<file path="config.mk">
export PLATFORM = sky130hd
export DESIGN_NAME = port_pin_function_mux
export DESIGN_NICKNAME = d
export VERILOG_FILES = /design/src/pin_mux_pkg.sv /design/src/port_pin_function_mux.sv /design/src/pin_sync2.sv
export VERILOG_INCLUDE_DIRS = /design/src
export SDC_FILE = /design/constraint.sdc
export NUM_CORES = 1
export LEC_CHECK = 0
export ABC_AREA = 1
export BUFFER_PORTS_ARGS = -buffer_cell sky130_fd_sc_hd__buf_2
export CAP_MARGIN = 20
export CELL_PAD_IN_SITES_DETAIL_PLACEMENT = 1
export CELL_PAD_IN_SITES_GLOBAL_PLACEMENT = 2
export CORE_MARGIN = 10
export CORE_UTILIZATION = 28
export CTS_CLUSTER_DIAMETER = 60
export DETAILED_ROUTE_END_ITERATION = 10
export PLACE_DENSITY_LB_ADDON = 0.05
export SYNTH_ARGS = -nofsm -noshare
export SYNTH_HDL_FRONTEND = slang
export SYNTH_SLANG_ARGS = --single-unit
</file>
<file path="constraint.sdc">
create_clock -name SYS_CLK -period 1.2 [get_ports SYS_CLK]
set_input_delay 0.24 -clock SYS_CLK [delete_from_list [all_inputs] [get_ports SYS_CLK]]
set_output_delay 0.24 -clock SYS_CLK [all_outputs]
set_load 0.03 [all_outputs]
</file>
<file path="src/pin_mux_defines.svh">
// Constants for the port pin function multiplexer.
`ifndef PIN_MUX_DEFINES_SVH
`define PIN_MUX_DEFINES_SVH

// Redirection register bit positions.
`define REDIR_BUZZER_BIT 3'd0
`define REDIR_TIMER1_BIT 3'd1
`define REDIR_IRQ2_BIT 3'd3
`define REDIR_IRQ3_BIT 3'd4

// Configuration byte address and reset-pin select bit position.
`define OPTION_BYTE_ADDR 20'h000C1
`define RESET_PIN_SEL_BIT 3'd4

// Reset values of the port control registers.
`define DIR_RESET_P0 8'hFF
`define DIR_RESET_P4 2'h3
`define ANA_RESET_P0 8'hFF
`define LATCH_RESET_P0 8'h00
`define LATCH_RESET_P4 2'h0
`define REDIR_RESET 8'h00
`define OD_RESET 1'b0

// Port 0 pin positions carrying alternate outputs and inputs.
`define P0_BUZZER_PIN 3'd2
`define P0_TIMER1_PIN 3'd4
`define P0_TIMER2_PIN 3'd5
`define P0_IRQ3_PIN 3'd6
`define P0_TIMER3_PIN 3'd7

// Bit positions of the input-only ports in their port registers.
`define P12_BIT_121 3'd1
`define P12_BIT_122 3'd2
`define P12_BIT_125 3'd5
`define P13_BIT_137 3'd7

`endif

</file>
<file path="src/pin_mux_pkg.sv">
// Types shared by the port pin function multiplexer.
package pin_mux_pkg;

    // Port register selected by a read or write.
    typedef enum logic [1:0] {
        PSEL_P0,
        PSEL_P4,
        PSEL_P12,
        PSEL_P13
    } port_sel_t;

endpackage : pin_mux_pkg

</file>
<file path="src/port_pin_function_mux.sv">
// Port pin function multiplexer: control bits, port latches and pin routing.
`timescale 1ns/1ns
`include "pin_mux_defines.svh"

// Behaviour
// - Analog, digital input or output per control bits
// - Redirection bits move buzzer, timer, interrupts
// - Option bit selects reset or key-return input
// - Input bits: write latch, read pin level
// - Bit write reads, modifies, writes whole byte
// - Untargeted input bits get sampled pin level
// - Input pins keep output buffers disabled
// - Redirected functions appear only when selected
module port_pin_function_mux
    import pin_mux_pkg::*;
(
    // Clock and reset.
    input wire logic SYS_CLK,
    input wire logic RESET,
    // Configuration byte, sampled while reset is held.
    input wire logic [7:0] OPTION_BYTE,
    // Port control bits.
    input wire logic [7:0] DIRECTION_SELECT_P0,
    input wire logic [1:0] DIRECTION_SELECT_P4,
    input wire logic [7:0] ANALOG_DIGITAL_SELECT,
    input wire logic OPEN_DRAIN_SELECT,
    input wire logic [7:0] PIN_REDIRECT_REG,
    // Port register write.
    input wire logic WR_EN,
    input wire logic [1:0] WR_PORT,
    input wire logic [7:0] WR_DATA,
    input wire logic WR_BIT_OP,
    input wire logic [2:0] WR_BIT_SEL,
    input wire logic WR_BIT_VAL,
    // Port register read.
    input wire logic [1:0] RD_PORT,
    output logic [7:0] RD_DATA,
    // Peripheral outputs to be routed.
    input wire logic CLOCK_BUZZER_OUT,
    input wire logic TIMER_OUT_CH1,
    input wire logic TIMER_OUT_CH2,
    input wire logic TIMER_OUT_CH3,
    // Peripheral inputs after routing.
    output logic TIMER_IN_CH1,
    output logic EXT_IRQ_2,
    output logic EXT_IRQ_3,
    output logic KEY_RETURN_1,
    output logic EXT_RESET_REQ,
    output logic [7:0] ANALOG_IN_EN,
    // Package pins.
    input wire logic [7:0] PIN_IN_P0,
    input wire logic [1:0] PIN_IN_P4,
    input wire logic [2:0] PIN_IN_P12,
    input wire logic PIN_IN_P137,
    output logic [7:0] PIN_OUT_P0,
    output logic [7:0] PIN_OE_P0,
    output logic [1:0] PIN_OUT_P4,
    output logic [1:0] PIN_OE_P4
);

    // ****************************************************************
    // Pin synchronisers
    // ****************************************************************

    logic [13:0] pins_sync;
    logic [7:0] p0_pin;
    logic [1:0] p4_pin;
    logic p121_pin;
    logic p122_pin;
    logic p125_pin;
    logic p137_pin;

    pin_sync2 #(.WIDTH(14)) u_sync (
        .clk(SYS_CLK),
        .rst(RESET),
        .async_in({PIN_IN_P137, PIN_IN_P12, PIN_IN_P4, PIN_IN_P0}),
        .sync_out(pins_sync)
    );

    // Splits the synchronised bus into named pin levels.
    assign p0_pin = pins_sync[7:0];
    assign p4_pin = pins_sync[9:8];
    assign p121_pin = pins_sync[10];
    assign p122_pin = pins_sync[11];
    assign p125_pin = pins_sync[12];
    assign p137_pin = pins_sync[13];

    // ****************************************************************
    // Helper
    // ****************************************************************

    // Value seen when a port register is read: pin for inputs, latch for outputs.
    function automatic logic [7:0] port_value(input logic [7:0] latch,
                                              input logic [7:0] pin,
                                              input logic [7:0] dir);
        port_value = (dir & pin) | (~dir & latch);
    endfunction : port_value

    // ****************************************************************
    // Control registers
    // ****************************************************************

    logic reset_pin_select_q;
    logic [7:0] dir_p0_q;
    logic [1:0] dir_p4_q;
    logic [7:0] ana_q;
    logic od_q;
    logic [7:0] redir_q;

    // Captures the reset-pin select bit of the configuration byte during reset.
    always_ff @(posedge SYS_CLK) begin
        if (RESET) begin
            reset_pin_select_q <= OPTION_BYTE[`RESET_PIN_SEL_BIT];
        end
    end

    // Holds the direction, analog, open-drain and redirection bits.
    always_ff @(posedge SYS_CLK) begin
        if (RESET) begin
            dir_p0_q <= `DIR_RESET_P0;
            dir_p4_q <= `DIR_RESET_P4;
            ana_q <= `ANA_RESET_P0;
            od_q <= `OD_RESET;
            redir_q <= `REDIR_RESET;
        end else begin
            dir_p0_q <= DIRECTION_SELECT_P0;
            dir_p4_q <= DIRECTION_SELECT_P4;
            ana_q <= ANALOG_DIGITAL_SELECT;
            od_q <= OPEN_DRAIN_SELECT;
            redir_q <= PIN_REDIRECT_REG;
        end
    end

    // ****************************************************************
    // Output latches
    // ****************************************************************

    logic [7:0] latch_p0_q;
    logic [1:0] latch_p4_q;
    logic [7:0] rd_p0;
    logic [7:0] rd_p4;
    logic [7:0] wr_byte;
    logic [7:0] rmw_base;

    // Current read values of the two writable ports.
    assign rd_p0 = port_value(latch_p0_q, p0_pin, dir_p0_q);
    assign rd_p4 = port_value({6'h00, latch_p4_q}, {6'h00, p4_pin}, {6'h00, dir_p4_q});

    // Forms the byte to write: whole byte, or read value with one bit changed.
    always_comb begin
        rmw_base = (port_sel_t'(WR_PORT) == PSEL_P4) ? rd_p4 : rd_p0;
        wr_byte = WR_DATA;
        if (WR_BIT_OP) begin
            wr_byte = rmw_base;
            wr_byte[WR_BIT_SEL] = WR_BIT_VAL;
        end
    end

    // Writes always reach the latch, whatever the direction of the bit.
    always_ff @(posedge SYS_CLK) begin
        if (RESET) begin
            latch_p0_q <= `LATCH_RESET_P0;
            latch_p4_q <= `LATCH_RESET_P4;
        end else if (WR_EN) begin
            if (port_sel_t'(WR_PORT) == PSEL_P0) begin
                latch_p0_q <= wr_byte;
            end
            if (port_sel_t'(WR_PORT) == PSEL_P4) begin
                latch_p4_q <= wr_byte[1:0];
            end
        end
    end

    // ****************************************************************
    // Read data
    // ****************************************************************

    logic [7:0] rd_d;

    // Selects the read value of the addressed port; other bits read zero.
    always_comb begin
        rd_d = 8'h00;
        case (port_sel_t'(RD_PORT))
            PSEL_P0: rd_d = rd_p0;
            PSEL_P4: rd_d = rd_p4;
            PSEL_P12: begin
                rd_d[`P12_BIT_121] = p121_pin;
                rd_d[`P12_BIT_122] = p122_pin;
                rd_d[`P12_BIT_125] = p125_pin & ~reset_pin_select_q;
            end
            PSEL_P13: rd_d[`P13_BIT_137] = p137_pin;
            default: rd_d = 8'h00;
        endcase
    end

    always_ff @(posedge SYS_CLK) begin
        if (RESET) begin
            RD_DATA <= 8'h00;
        end else begin
            RD_DATA <= rd_d;
        end
    end

    // ****************************************************************
    // Pin output routing
    // ****************************************************************

    logic [7:0] p0_out_d;
    logic [7:0] p0_oe_d;
    logic [1:0] p4_out_d;
    logic [1:0] p4_oe_d;
    logic buzz_on_p40;
    logic tmr1_on_p40;

    assign buzz_on_p40 = redir_q[`REDIR_BUZZER_BIT];
    assign tmr1_on_p40 = redir_q[`REDIR_TIMER1_BIT];

    // Ors idle-low alternate outputs onto the latch; drives only output-mode pins.
    always_comb begin
        p0_out_d = latch_p0_q;
        p0_out_d[`P0_BUZZER_PIN] = latch_p0_q[`P0_BUZZER_PIN] | (CLOCK_BUZZER_OUT & ~buzz_on_p40);
        p0_out_d[`P0_TIMER1_PIN] = latch_p0_q[`P0_TIMER1_PIN] | (TIMER_OUT_CH1 & ~tmr1_on_p40);
        p0_out_d[`P0_TIMER2_PIN] = latch_p0_q[`P0_TIMER2_PIN] | TIMER_OUT_CH2;
        p0_out_d[`P0_TIMER3_PIN] = latch_p0_q[`P0_TIMER3_PIN] | TIMER_OUT_CH3;
        p0_oe_d = ~dir_p0_q;
        // Open-drain on the first pin only sinks, never drives high.
        p0_oe_d[0] = ~dir_p0_q[0] & ~(od_q & p0_out_d[0]);
        p4_out_d = latch_p4_q;
        p4_out_d[0] = latch_p4_q[0] | (CLOCK_BUZZER_OUT & buzz_on_p40)
                      | (TIMER_OUT_CH1 & tmr1_on_p40);
        p4_oe_d = ~dir_p4_q;
    end

    always_ff @(posedge SYS_CLK) begin
        if (RESET) begin
            PIN_OUT_P0 <= 8'h00;
            PIN_OE_P0 <= 8'h00;
            PIN_OUT_P4 <= 2'h0;
            PIN_OE_P4 <= 2'h0;
        end else begin
            PIN_OUT_P0 <= p0_out_d;
            PIN_OE_P0 <= p0_oe_d;
            PIN_OUT_P4 <= p4_out_d;
            PIN_OE_P4 <= p4_oe_d;
        end
    end

    // ****************************************************************
    // Peripheral input routing
    // ****************************************************************

    logic [7:0] p0_dig_in;
    logic [1:0] sync_fill_q;

    // Digital input path is live only with direction 1 and analog select 0.
    assign p0_dig_in = p0_pin & dir_p0_q & ~ana_q;

    // Marks the synchroniser as refilled two edges after reset.
    // Its cleared stages would otherwise look like a low reset pin and request a reset.
    always_ff @(posedge SYS_CLK) begin
        if (RESET) begin
            sync_fill_q <= 2'h0;
        end else begin
            sync_fill_q <= {sync_fill_q[0], 1'h1};
        end
    end

    always_ff @(posedge SYS_CLK) begin
        if (RESET) begin
            TIMER_IN_CH1 <= 1'b0;
            EXT_IRQ_2 <= 1'b0;
            EXT_IRQ_3 <= 1'b0;
            KEY_RETURN_1 <= 1'b0;
            EXT_RESET_REQ <= 1'b0;
            ANALOG_IN_EN <= 8'h00;
        end else begin
            TIMER_IN_CH1 <= tmr1_on_p40 ? (p4_pin[0] & dir_p4_q[0])
                                        : p0_dig_in[`P0_TIMER1_PIN];
            EXT_IRQ_2 <= redir_q[`REDIR_IRQ2_BIT] ? p122_pin
                                                  : (p4_pin[1] & dir_p4_q[1]);
            EXT_IRQ_3 <= redir_q[`REDIR_IRQ3_BIT] ? p121_pin
                                                  : p0_dig_in[`P0_IRQ3_PIN];
            KEY_RETURN_1 <= ~reset_pin_select_q & p125_pin;
            EXT_RESET_REQ <= sync_fill_q[1] & reset_pin_select_q & ~p125_pin;
            ANALOG_IN_EN <= ana_q & dir_p0_q;
        end
    end

endmodule : port_pin_function_mux

</file>
<file path="src/pin_sync2.sv">
// Two flip-flop synchroniser for pin levels.
`timescale 1ns/1ns

module pin_sync2 #(
    parameter int WIDTH = 8
) (
    // Clock and reset.
    input wire logic clk,
    input wire logic rst,
    // Asynchronous level in, synchronised level out.
    input wire logic [WIDTH-1:0] async_in,
    output logic [WIDTH-1:0] sync_out
);

    logic [WIDTH-1:0] meta_q;

    // The first stage feeds only the second stage.
    always_ff @(posedge clk) begin
        if (rst) begin
            meta_q <= '0;
            sync_out <= '0;
        end else begin
            meta_q <= async_in;
            sync_out <= meta_q;
        end
    end

endmodule : pin_sync2

</file>
== Word-level counts from Yosys, hierarchy flattened ==
Index checks and enable logic that the tools add are counted.
Cells by class
  equality and inequality tests: 4
  muxes and demuxes: 15
  $add $sub $neg: 0
  reduce and logical (&&, ||, !) cells: 5
  multipliers: 0
  shift operators: 0
  div/mod/pow operators: 0
  bitwise logic cells: 35
  $lt $le $gt $ge: 2
Operators with widths (number)
  $and 8x8->8: 3
  $mux 8: 2
  $and 1x1->1: 11
  $and 8x2->8: 1
  $bwmux 8: 1
  $not 2->8: 1
  $not 8->8: 1
  $or 2x8->8: 1
  $or 8x8->8: 1
  $and 7x7->7: 1
  $not 7->7: 1
  $not 1->1: 6
  $or 1x1->1: 6
  $pmux 1 s3: 2
  $pmux 2 s3: 1
  $mux 1: 5
  $eq 2x1->1 const B: 2
  $eq 2x2->1 const B: 2
  $logic_not 2->1: 2
  $lt 3x4->1 const B: 1
  $pmux 1 s2: 2
  $pmux 2 s2: 1
  $reduce_and 2->1: 2
  $demux 1 s3: 1
  4 further kinds: 4
Storage, ports and cells
  word-level logic and storage cells: 84
  memory bits (read-only): 0
  memories: 0
  bits in latches: 0
  register bits after elaboration: 106
  memory bits (writable): 0
  output and inout bits: 41

== Depth between registers and ports, before layout ==
  depth after elaboration: 6
  mapped depth: 7
  gate-level depth less buffers: 7

== By module ==
A second synthesis with hierarchy kept.
Unflattened totals
  cells, all modules: 414
  area total of the unflattened synthesis: 3584.7 um2
By module, submodules not included
  port_pin_function_mux: cells each 327, instances 1, area each 2777.7 um2
  pin_sync2: cells each 87, instances 1, area each 807.0 um2

== Least setup slack after synthesis ==
OpenSTA, ideal clock, no wires.
  path type: input to register
  start point: input RD_PORT[0]
  end point: register RD_DATA[0]
  path slack: 0.225 ns
  buffers on the path: 0
  cell stages on the path: 7
  arrival time: 0.859 ns
  data required time: 1.084 ns
  path through: inv_1 ha_1 inv_1 nor2_2 inv_2 a21oi_1 a31o_1
Between the ends
  longest elaborated chain between the ends: 2
  elaborated cells between the ends (all ways): 3
  those cells by class: eq/ne: 1; mux: 1; reduce/logical: 1
Ends and longest elaborated chain
  from (decl): RTL line port_pin_function_mux.sv:36  | input wire logic [1:0] RD_PORT,
  $eq 2x1->1 or $logic_not 2->1 (tied branches): RTL line port_pin_function_mux.sv:183  | case (port_sel_t'(RD_PORT))
  $pmux 1 s2 *: RTL line port_pin_function_mux.sv:183
  to (signal assigned): RTL line port_pin_function_mux.sv:200  | RD_DATA <= rd_d;
  to (decl): RTL line port_pin_function_mux.sv:37  | output logic [7:0] RD_DATA,
Mark *: on every way between the ends. The rest lies on a longest branch, timed or not.
A chain may end at the register's enable or synchronous reset.

== Final worst setup path ==
  start point: register RD_DATA[1]
  end point: output RD_DATA[1]
No word-level cell between the ends.

==> summary.md <==
| Metric | Value |
|---|---|
| Tmin final | 1.13 ns |
| Post-Route Utilization | 37.2% |
| Worst slew margin | 81.3% |
| Worst Path Arrival | 0.89 ns |
| Sw frac | 23.5% |
| IO Count | 114 |
| Hold path start | ANALOG_DIGITAL_SELECT[5] |
| EDFF count, synth | 1 |
| Max_cap viols | 0 |
| Clock sink total | 105 |
| Sequential power share | 49.7% |
| Startpoint Class | flip-flop |
| CTS clk-pin slew, worst paths | 0.07 ns |
| Final setup fails | 0 |
| Worst path bufs/invs | 1 |
| Cells after DPL | 690 |
| Number of global-route vias before repair | 3014 |
| Unrepaired setup endpoints after global routing | false |
| Yosys cell types | 37 |
| FMAX | 0.889 GHz |
| Fin crit share | 93.8% |
| Total CTS buffers | 9 |
| Max Slew Vio Count | 0 |
| DP HPWL | 7550 um |
| Setup TNS | 0 ns |
| Avg Cell Area, Syn | 8.60 um^2 |
| Worst-case reg-to-reg path depth | 7 |
| First-pass GRT wire length | 15400 um |
| FP Rows | 41 |
| Clk pwr share | 41.3% |
| Worst path max stage delay | 0.33 ns |
| Status | finished, final reports clean |
| RD Place Congestion | 0.800 |
| Final nets | 606 |
| Total Wirelength | 9640 um |
| Int Pwr | 5.73 mW |
| Initial antenna violation count | 0 |
| Critical path required time | 0.96 ns |
| Routed wire per std cell | 13.7 um |
| Drc violations | 0 |
| Post-synth top flop | dfxtp_1 |
| Finished Layout Cells | 705 |
| TritonCTS clock tree | done |
| Setup slack, reg-to-reg | 0.11 ns |
| Switching Power | 1.76 mW |
| Sequential fraction of the synthesis area | 59.2% |
| Slowest CP cell | dfxtp_1 |
| Initial Util | 28.4% |
| CTS Buffer Depth | 2 |
| Fin Clk Skew | 0.00612 ns |
| Tot GR Track Use | 11.2% |
| Mapped Cells | 415 |
| Setup CP Type | flip-flop to primary output |
| Root Driver | clkbuf_16 |
| Die X | 133 um |
| Hold Path Depth | 2 |
| Yosys warns | 0 |
| Comb power frac | 9.0% |
| Chip Height | 133 um |
| CP endpoint kind | primary output |
| CP cell instances | buf_2 |
| GR Overflow Total | 0 |
| Antenna Cells | 0 |
| Via count | 2821 |
| R2r startpoint | latch_p0_q[2]$_SDFFE_PP0P_ |
| Final Hold Vio Count | 0 |
| Syn Std Cell Area | 0.00357 mm^2 |
| H-tree depth | 3 |
| Total power | 7.49 mW |
| Power per standard cell area | 1600 mW/mm^2 |
| Hold crit path type | primary input to flip-flop |
| Clk Latency, worst-skew pair | 0.35 ns |
| Core ar. | 0.0126 mm^2 |
| Worst-path fanout max | 1 |
| Antenna Nets Post-Route | 0 |
| Kind of cell adding the most delay to the critical path | flip-flops |
| Synthesized net count | 492 |
| Syn-to-layout area delta | 31.1% |
| WHS Endpoint | ana_q[5]$_SDFF_PP1_ |
| Worst r2r dst | latch_p0_q[2]$_SDFFE_PP0P_ |
| Drt initial violations | 86 |
| Drt pass-1 iters | 4 |
| Input/output buffers | 102 |
| Register bit total from synthesis | 105 |
| Post-synthesis async set-or-reset flop share | 0% |
| Leakage power | 2.31 nW |
| Pin count of the biggest net entering global routing | 35 |
| Die area | 0.0177 mm^2 |
| Hold Slack | 0.0629 ns |
| Layout cells sized above 1 | 29.5% |
| Peak VDD IR | 0.000665 V |
| Worst-Margin Slew | 0.280 ns |
| Via/cell ratio | 4.00 |
cell usage after synthesis, types with 2 or more instances:
| library cell | n | area [um^2] |
|---|---|---|
| a21oi_1 | 12 | 60.1 |
| a21oi_2 | 3 | 26.3 |
| a22o_1 | 2 | 17.5 |
| buf_2 | 7 | 35.0 |
| dfxtp_1 | 104 | 2080 |
| ha_1 | 4 | 50.1 |
| inv_1 | 61 | 229 |
| inv_2 | 10 | 37.5 |
| nand2_1 | 51 | 191 |
| nand3_1 | 20 | 100 |
| nand4_1 | 2 | 12.5 |
| nor2_1 | 80 | 300 |
| nor2_2 | 3 | 18.8 |
| nor3_1 | 2 | 10.0 |
| o211ai_1 | 2 | 15.0 |
| o21a_1 | 2 | 15.0 |
| o21ai_0 | 9 | 45.0 |
| o21ai_1 | 4 | 20.0 |
| or2_1 | 18 | 113 |
| or2_2 | 2 | 12.5 |
cell usage in the layout, fill, tap and decap left out, types with 2 or more instances in the layout:
| cell type | synthesis | routed |
|---|---|---|
| dfxtp_2 | 0 | 4 |
| nand2_1 | 51 | 51 |
| nand3_1 | 20 | 20 |
| o21ai_1 | 4 | 4 |
| a22o_1 | 2 | 2 |
| ha_1 | 4 | 4 |
| o21ai_0 | 9 | 9 |
| dfxtp_1 | 104 | 99 |
| inv_2 | 10 | 10 |
| nor2_2 | 3 | 3 |
| nor2_1 | 80 | 80 |
| a21oi_1 | 12 | 12 |
| clkbuf_16 | 0 | 9 |
| inv_1 | 61 | 61 |
| nor3_1 | 2 | 2 |
| buf_2 | 7 | 101 |
| buf_4 | 1 | 10 |
| o211ai_1 | 2 | 2 |
| or2_2 | 2 | 2 |
| bufinv_16 | 0 | 2 |
| o21a_1 | 2 | 2 |
| a21oi_2 | 3 | 3 |
| or2_1 | 18 | 18 |
| buf_12 | 0 | 3 |
| nand4_1 | 2 | 2 |
cell type report:
cell class | count | area (um^2)
multi-input combinational | 228 | 1120
fill | 1530 | 7890
clock buffer | 10 | 229
clock inverter | 5 | 81.3
timing repair buffer | 114 | 641
sequential | 105 | 2120
inverter | 71 | 267
tap | 172 | 215
power by group through the flow:
stage	Sequential [mW]	Combinational, mW	Clock (mW)
after floorplan	3.90	0.292	0
after global placement	3.80	0.688	0
after detailed placement	3.81	0.695	0
after CTS	3.73	0.699	3.22
after global routing	3.74	0.764	3.34
final	3.72	0.678	3.09
logic make-up after synthesis:
family                   after synthesis  share of synthesized area [%]
AND/OR/NAND/NOR                      184                           23.2
flip-flops                           105                           59.2
buffers and inverters                 82                           9.29
AO/OA/AOI/OAI                         40                           6.94
adder cells (fa/ha/maj)                4                           1.40
per-stage QoR:
stage / instance area [um^2] / worst slack (ns)
2_1_floorplan: 3570 / 0.225
3_3_place_gp: 4360 / 0.0153
3_5_place_dp: 4360 / -0.00451
4_1_cts: 4670 / 0.0418
5_1_grt: 4680 / 0.00427
6_report: 4680 / 0.0748
layer usage:
metal  global-route usage (%)  vias to the layer above  part of all wire, %
met3                     4.05                       12                  6.3
met5                        0                        -                    0
met2                     17.2                       71                   45
li1                         -                     1487                    -
met4                     6.05                        0                  2.3
met1                     13.4                     1251                   46
how the worst max path moves through the flow:
stage	startpoint	to	slack [ns]	cells after the start
final	RD_DATA[1]$_SDFF_PP0_	RD_DATA[1]	0.07	1
after global placement	RD_PORT[0]	RD_DATA[0]$_SDFF_PP0_	0.02	8
after floorplan	RD_PORT[0]	RD_DATA[0]$_SDFF_PP0_	0.23	7
after global routing	latch_p0_q[2]$_SDFFE_PP0P_	latch_p0_q[2]$_SDFFE_PP0P_	0.004	7
after CTS	RD_DATA[1]$_SDFF_PP0_	RD_DATA[1]	0.04	1
after detailed placement	RD_PORT[1]	RD_DATA[0]$_SDFF_PP0_	-0.005	8
state kept, by name, indices dropped and copies added (netlist names), 2 cells and up:
register / cells
PIN_OUT_P4: 2
sync_fill_q: 2
PIN_OUT_P0: 8
PIN_OE_P4: 2
latch_p4_q: 2
latch_p0_q: 8
dir_p0_q: 8
ana_q: 8
ANALOG_IN_EN: 8
dir_p4_q: 2
PIN_OE_P0: 8
u_sync.meta_q: 14
redir_q: 4
RD_DATA: 8
u_sync.sync_out: 14
repair_timing:
action / in CTS / in global routing
setup buffers: 0 / 0
setup endpoints to repair: 0 / 4
hold buffers: 0 / 0
resized for setup: 0 / 6
(Power assumes the default switching activity.)
